--- config.mk ---
export PLATFORM = sky130hd
export DESIGN_NAME = host_bus_pin_interface
export DESIGN_NICKNAME = d
export VERILOG_FILES = /design/src/rtl/host_bus_pkg.sv /design/src/rtl/host_bus_pin_interface.sv
export SDC_FILE = /design/constraint.sdc
export NUM_CORES = 1
export LEC_CHECK = 0
export BUFFER_PORTS_ARGS = -buffer_cell sky130_fd_sc_hd__buf_2
export CAP_MARGIN = 15
export CORE_AREA = 5 5 95 97
export CTS_CLUSTER_SIZE = 24
export DETAILED_ROUTE_END_ITERATION = 8
export DIE_AREA = 0 0 100 102
export GPL_TIMING_DRIVEN = 0
export PLACE_DENSITY = 0.81
export SLEW_MARGIN = 10
export SYNTH_ARGS = -nofsm -noshare
export SYNTH_HDL_FRONTEND = slang
export SYNTH_SLANG_ARGS = --single-unit
--- constraint.sdc ---
create_clock -name mclk_i -period 4.15 [get_ports mclk_i]
set_input_delay 0.6225 -clock mclk_i [delete_from_list [all_inputs] [get_ports mclk_i]]
set_output_delay 0.6225 -clock mclk_i [all_outputs]
set_load 0.05 [all_outputs]
--- src/rtl/host_bus_pkg.sv ---
// Purpose: shared types and constants of the host bus pin interface
// Assumes: all host pins already synchronous to mclk_i
// Notes:   bus width and mode come from straps caught after reset
package host_bus_pkg;

    localparam int ADDR_HI     = 15;
    localparam int ADDR_LO     = 1;
    localparam int DECODE_LO   = 4;
    localparam int DATA_W      = 32;

    typedef enum logic [1:0] {
        WIDTH_8  = 2'b00,
        WIDTH_16 = 2'b01,
        WIDTH_32 = 2'b10
    } bus_width_t;

    typedef enum logic [0:0] {
        MODE_SYNC  = 1'b0,
        MODE_ASYNC = 1'b1
    } bus_mode_t;

    // straps as caught after reset
    typedef struct packed {
        bus_mode_t  mode;
        bus_width_t width;
    } strap_cfg_t;

    localparam strap_cfg_t STRAP_RESET = '{mode: MODE_SYNC, width: WIDTH_8};

    // one accepted host access
    typedef struct packed {
        logic [ADDR_HI:ADDR_LO] addr;
        logic                   write;
        logic [DATA_W-1:0]      data;
    } access_t;

    localparam access_t ACCESS_RESET = '0;

endpackage

--- src/rtl/host_bus_pin_interface.sv ---
// Purpose: pin-level host bus port: straps, decode, address latch, access capture
// Assumes: host pins synchronous to mclk_i; one clock domain
// Notes:   accesses leave as one-cycle pulses with address, and data on writes
//
// Operation
// - in synchronous mode a high direction select means write and a low one means read.
// - an access is decoded only while the active-low address qualifier is low; with latching on, the code uses the latched qualifier instead.
// - in asynchronous mode a low write strobe marks the write cycle.
// - when latching is used, address bits 15 to 1 and the qualifier are caught on the address strobe rising edge.
// - with no serial ROM the ROM data input is a width strap, low 8-bit, high 16-bit, ignored for 32-bit.
// - in asynchronous mode a low read strobe marks the read cycle.
// - the local select output is low, combinationally, while the qualifier is low and bits 15 to 4 hit the base.
// - a low or floating bus mode strap selects synchronous mode, a high one asynchronous mode.
`timescale 1ns/1ps
module host_bus_pin_interface (
    input  wire logic                                        mclk_i,
    input  wire logic                                        reset_n_i,
    input  wire logic                                        clk_en_i,
    input  wire logic [host_bus_pkg::ADDR_HI:host_bus_pkg::ADDR_LO] addr_i,
    input  wire logic [host_bus_pkg::DATA_W-1:0]             write_data_i,
    input  wire logic [host_bus_pkg::ADDR_HI:host_bus_pkg::DECODE_LO] base_addr_i,
    input  wire logic                                        address_qualifier_n_i,
    input  wire logic                                        address_latch_strobe_n_i,
    input  wire logic                                        addr_latch_en_i,
    input  wire logic                                        sync_direction_select_i,
    input  wire logic                                        cycle_indicator_n_i,
    input  wire logic                                        write_strobe_n_i,
    input  wire logic                                        read_strobe_n_i,
    input  wire logic                                        serial_rom_data_input_i,
    input  wire logic                                        serial_rom_present_strap_i,
    input  wire logic                                        bus_mode_strap_i,
    input  wire logic                                        bus32_variant_i,
    output logic                                             local_select_n_o,
    output logic                                             wr_pulse_o,
    output logic                                             rd_pulse_o,
    output host_bus_pkg::access_t                            access_o,
    output host_bus_pkg::strap_cfg_t                         strap_cfg_o,
    output logic                                             strap_valid_o
);

    function automatic logic addr_hit(
        input logic [host_bus_pkg::ADDR_HI:host_bus_pkg::ADDR_LO]     a,
        input logic [host_bus_pkg::ADDR_HI:host_bus_pkg::DECODE_LO]   b
    );
        addr_hit = (a[host_bus_pkg::ADDR_HI:host_bus_pkg::DECODE_LO] == b);
    endfunction

    logic [host_bus_pkg::ADDR_HI:host_bus_pkg::ADDR_LO] lat_addr_q;
    logic                                               lat_aq_n_q;
    logic                                               ads_n_prev_q;
    logic                                               wr_n_prev_q;
    logic                                               rd_n_prev_q;
    logic                                               cyc_n_prev_q;
    logic [host_bus_pkg::ADDR_HI:host_bus_pkg::ADDR_LO] eff_addr;
    logic                                               eff_aq_n;
    logic                                               sel;
    logic                                               async_wr;
    logic                                               async_rd;
    logic                                               sync_go;
    logic                                               do_wr;
    logic                                               do_rd;

    // live decode, not registered
    assign local_select_n_o = !(!address_qualifier_n_i && addr_hit(addr_i, base_addr_i));

    // address and qualifier as seen by the access logic
    assign eff_addr = addr_latch_en_i ? lat_addr_q : addr_i;
    assign eff_aq_n = addr_latch_en_i ? lat_aq_n_q : address_qualifier_n_i;
    assign sel      = strap_valid_o && !eff_aq_n && addr_hit(eff_addr, base_addr_i);

    assign async_wr = (strap_cfg_o.mode == host_bus_pkg::MODE_ASYNC) && !wr_n_prev_q && write_strobe_n_i;
    assign async_rd = (strap_cfg_o.mode == host_bus_pkg::MODE_ASYNC) && rd_n_prev_q && !read_strobe_n_i;
    assign sync_go  = (strap_cfg_o.mode == host_bus_pkg::MODE_SYNC) && cyc_n_prev_q && !cycle_indicator_n_i;
    assign do_wr    = sel && (async_wr || (sync_go && sync_direction_select_i));
    assign do_rd    = sel && (async_rd || (sync_go && !sync_direction_select_i));

    // strap capture once after reset release
    always_ff @(posedge mclk_i or negedge reset_n_i) begin
        if (!reset_n_i) begin
            strap_cfg_o   <= host_bus_pkg::STRAP_RESET;
            strap_valid_o <= 1'b0;
        end else if (clk_en_i && !strap_valid_o) begin
            strap_valid_o    <= 1'b1;
            strap_cfg_o.mode <= bus_mode_strap_i ? host_bus_pkg::MODE_ASYNC : host_bus_pkg::MODE_SYNC;
            if (bus32_variant_i) begin
                strap_cfg_o.width <= host_bus_pkg::WIDTH_32;
            end else if (!serial_rom_present_strap_i) begin
                strap_cfg_o.width <= serial_rom_data_input_i ? host_bus_pkg::WIDTH_16 : host_bus_pkg::WIDTH_8;
            end else begin
                strap_cfg_o.width <= host_bus_pkg::WIDTH_16;
            end
        end
    end

    // address latch on strobe rising edge
    always_ff @(posedge mclk_i or negedge reset_n_i) begin
        if (!reset_n_i) begin
            lat_addr_q   <= '0;
            lat_aq_n_q   <= 1'b1;
            ads_n_prev_q <= 1'b1;
        end else if (clk_en_i) begin
            ads_n_prev_q <= address_latch_strobe_n_i;
            if (!ads_n_prev_q && address_latch_strobe_n_i) begin
                lat_addr_q <= addr_i;
                lat_aq_n_q <= address_qualifier_n_i;
            end
        end
    end

    // strobe history for edge detection
    always_ff @(posedge mclk_i or negedge reset_n_i) begin
        if (!reset_n_i) begin
            wr_n_prev_q  <= 1'b1;
            rd_n_prev_q  <= 1'b1;
            cyc_n_prev_q <= 1'b1;
        end else if (clk_en_i) begin
            wr_n_prev_q  <= write_strobe_n_i;
            rd_n_prev_q  <= read_strobe_n_i;
            cyc_n_prev_q <= cycle_indicator_n_i;
        end
    end

    // access capture; sync direction comes from the host's direction select
    always_ff @(posedge mclk_i or negedge reset_n_i) begin
        if (!reset_n_i) begin
            wr_pulse_o <= 1'b0;
            rd_pulse_o <= 1'b0;
            access_o   <= host_bus_pkg::ACCESS_RESET;
        end else if (clk_en_i) begin
            wr_pulse_o <= do_wr;
            rd_pulse_o <= do_rd && !do_wr;
            if (do_wr) begin
                access_o.addr  <= eff_addr;
                access_o.write <= 1'b1;
                access_o.data  <= write_data_i;
            end else if (do_rd) begin
                access_o.addr  <= eff_addr;
                access_o.write <= 1'b0;
            end
        end
    end
endmodule // host_bus_pin_interface

==> metrics <==
status finished clean; clk_lat worst skew around 340 ps; fmax 368.3 MHz; Syn Area/Cell 14.75 µm²; Via density 4.818; final setup fails 0; area of the core 8051 µm²; Die Ht ~100 µm; CTS resizes 0; post-synthesis cell area 3482 µm²; H-tree depth 3; # diodes 0; die area approximately 10,000 µm²; RSZ-0062 raised after global routing no; CP max FO 3; Synth Area in Compound Gates 0.01904; worst min path class input port to async pin; Final Skew 14.93 ps; R2R Setup Slk roughly 1700 ps; first-pass GRT wire length roughly 12,000 µm; final setup TNS 0 ps; routability cong. slightly below 0.8; RR Startpoint lat_addr_q[5]$_DFFE_PN0P_; Worst Path Buf+Inv 2; Synthesis Warnings 0; P_sw roughly 410 µW; Initial DRC Count between 40 and 50; Worst Setup EP local_select_n_o; Req. time, crit path ~3500 ps; # hold bufs at CTS 0; Remaining DRCs 0; clock network fraction of design power 0.362; Int Pwr 1165 µW; critical path endpoint category output port; Final #Nets around 450; IR Drop Worst-Case VDD about 160 µV; synthesized instance count about 240; Max-cap violations 0; Routed WL between 7000 and 8000 µm; input/output buffers 125; row count 33; Crit-path slowest cell or4_1; cells on worst reg2reg path 6; combinational share of power 0.137; initial antenna violation count 0; Crit path max-delay family simple AND/OR/NAND/NOR gates; Tot Pwr between 1500 and 2000 µW; Slew Viols, Final 0; final worst path period share 0.6543; adder-cell area share of the yosys netlist 0; Clock transition at path regs about 90 ps; CP startpoint kind input port; CTS Buf Count 9; biggest regs access_o: 48 flops, lat_addr_q: 15 flops, strap_cfg_o: 3 flops; actual slew at the worst max-slew pin around 640 ps; CP peak stage delay roughly 530 ps; share of post-route cells with drive strength above 1 0.5794; die width roughly 100 µm; kind of critical path input port to output port; Lkg Pwr about 0.0023 µW; CP cell instances buf_2 > xor2_1 > nor4_1 > nand4_1 > or4_1 > buf_2; grt ovf 0; critical path arrival between 2000 and 2500 ps; critical path depth 6; remaining antenna violation count 0; synthesized flop and latch total 74; max_slew headroom 0.5727; root buf cell clkbuf_8; wire per inst roughly 15 µm; Final Util 0.5554; Synth Area in XOR/XNOR 0.06037; TritonRoute pass-1 iters 4; most frequent CP cell buf_2; synth unique cells 32; syn_nets 309; vias in the first global route 2,522; post-route minimum period about 2700 ps; TritonCTS clock tree yes; max reg flops between 40 and 50; Reg power frac 0.501; largest net degree at the start of global routing 49; CTS Sinks 74; largest family of logic cells by synthesized area multiplexers; count of final hold-check violations 0; P&R area growth vs syn 28.42%; Clock Path Buffers 2; Critical R2R Capture access_o[1]$_DFFE_PN0P_; # IOs 128; commonest non-fill, non-tap cell in the layout buf_2; post-CTS setup buffers 0; P per Cell Area ~350 nW/µm²; Global Route Usage Sum 0.1506; routed vias ~2,300; DP HPWL 5728 µm; most frequent cells in the layout 124 x buf_2, 69 x dfrtp_1, 32 x mux2_2; Top reg by flops access_o; crit path from addr_i[14]; Sw Ratio 0.2591; Seq/Total Area, Yosys 0.5336; Starting Density 0.4325; mux share of post-synthesis cell area 0.2961; simple-gate portion of the synthesized area 0.05426
==> power by group through the flow <==
stage	Combinational (µW)	Clock, µW	Sequential (µW)
2_1_floorplan	121	0	812
4_1_cts	221	583	788
3_3_place_gp	210	0	799
6_report	216	569	788
5_1_grt	239	618	794
3_5_place_dp	220	0	802
==> kinds of logic (layout without fill, tap and decap cells) <==
| group | count (synthesis) | after routing |
|---|---|---|
| mux | 85 | 85 |
| flops | 74 | 74 |
| xor+xnor | 24 | 24 |
| simple gates | 23 | 23 |
| buf+inv | 22 | 164 |
| compound gates | 8 | 8 |
==> synth_stat cells (all sizes together) <==
| library cell | count | area, µm² |
|---|---|---|
| inv | 14 | 52.55 |
| and3 | 1 | 6.260 |
| xor2 | 17 | 148.9 |
| nor2 | 1 | 3.750 |
| o211ai | 1 | 7.510 |
| o31ai | 2 | 15.01 |
| o31a | 1 | 8.760 |
| dfstp | 5 | 131.4 |
| nand3b | 5 | 37.54 |
| or4 | 1 | 7.510 |
| a21o | 1 | 7.510 |
| nor4 | 4 | 55.05 |
| buf | 6 | 67.56 |
| mux2 | 60 | 780.8 |
| nand2b | 2 | 12.51 |
| o41ai | 1 | 8.760 |
| xnor2 | 7 | 61.31 |
| a32o | 1 | 10.01 |
| o311ai | 1 | 8.760 |
| nand2 | 2 | 7.510 |
| dfrtp | 69 | 1727 |
| mux2i | 25 | 250.2 |
| or2 | 1 | 6.260 |
| nand4 | 4 | 37.53 |
| nand3 | 2 | 15.01 |
| clkbuf | 2 | 7.510 |
==> final cells by class <==
type                    instances  area [µm²]
inverters                      14       52.55
well taps                     105       131.4
flip-flops and latches         74        1858
clock buffers                  10       137.6
repair buffers                126       655.6
multi-input cells             140        1496
fillers                       695        3580
clock inverters                 6       65.06
plain buffers                   8       75.07
==> routing by layer <==
metal	track usage	up-vias	wire, µm
met1	0.1856	1137	3090
li1	-	1104	-
met5	0	-	0
met3	0.05324	7	577
met2	0.2530	79	3695
met4	0.04041	0	93
==> per-stage QoR <==
step / cell area (µm²) / hold WS (ps) / std cells / setup WS (ps)
after floorplan: 3482 / 326.9 / 236 / 1512
after global placement: 4239 / 459.8 / 466 / 1126
after detailed placement: 4269 / 465.2 / 467 / 1086
after CTS: 4472 / 183.3 / 483 / 1438
after global routing: 4472 / 196.4 / 483 / 1343
final: 4472 / 186.2 / 483 / 1435
==> worst min-delay path by stage <==
| stage | from | end |
|---|---|---|
| 5_1_grt | reset_n_i | access_o[46]$_DFFE_PN0P_ |
| 6_report | reset_n_i | access_o[46]$_DFFE_PN0P_ |
| 3_3_place_gp | strap_cfg_o[0]$_DFFE_PN0P_ | strap_cfg_o[0]$_DFFE_PN0P_ |
| 2_1_floorplan | reset_n_i | access_o[0]$_DFFE_PN0P_ |
| 4_1_cts | reset_n_i | access_o[46]$_DFFE_PN0P_ |
| 3_5_place_dp | wr_pulse_o$_DFFE_PN0P_ | wr_pulse_o$_DFFE_PN0P_ |
No activity file was read; power rests on OpenSTA's default activity.
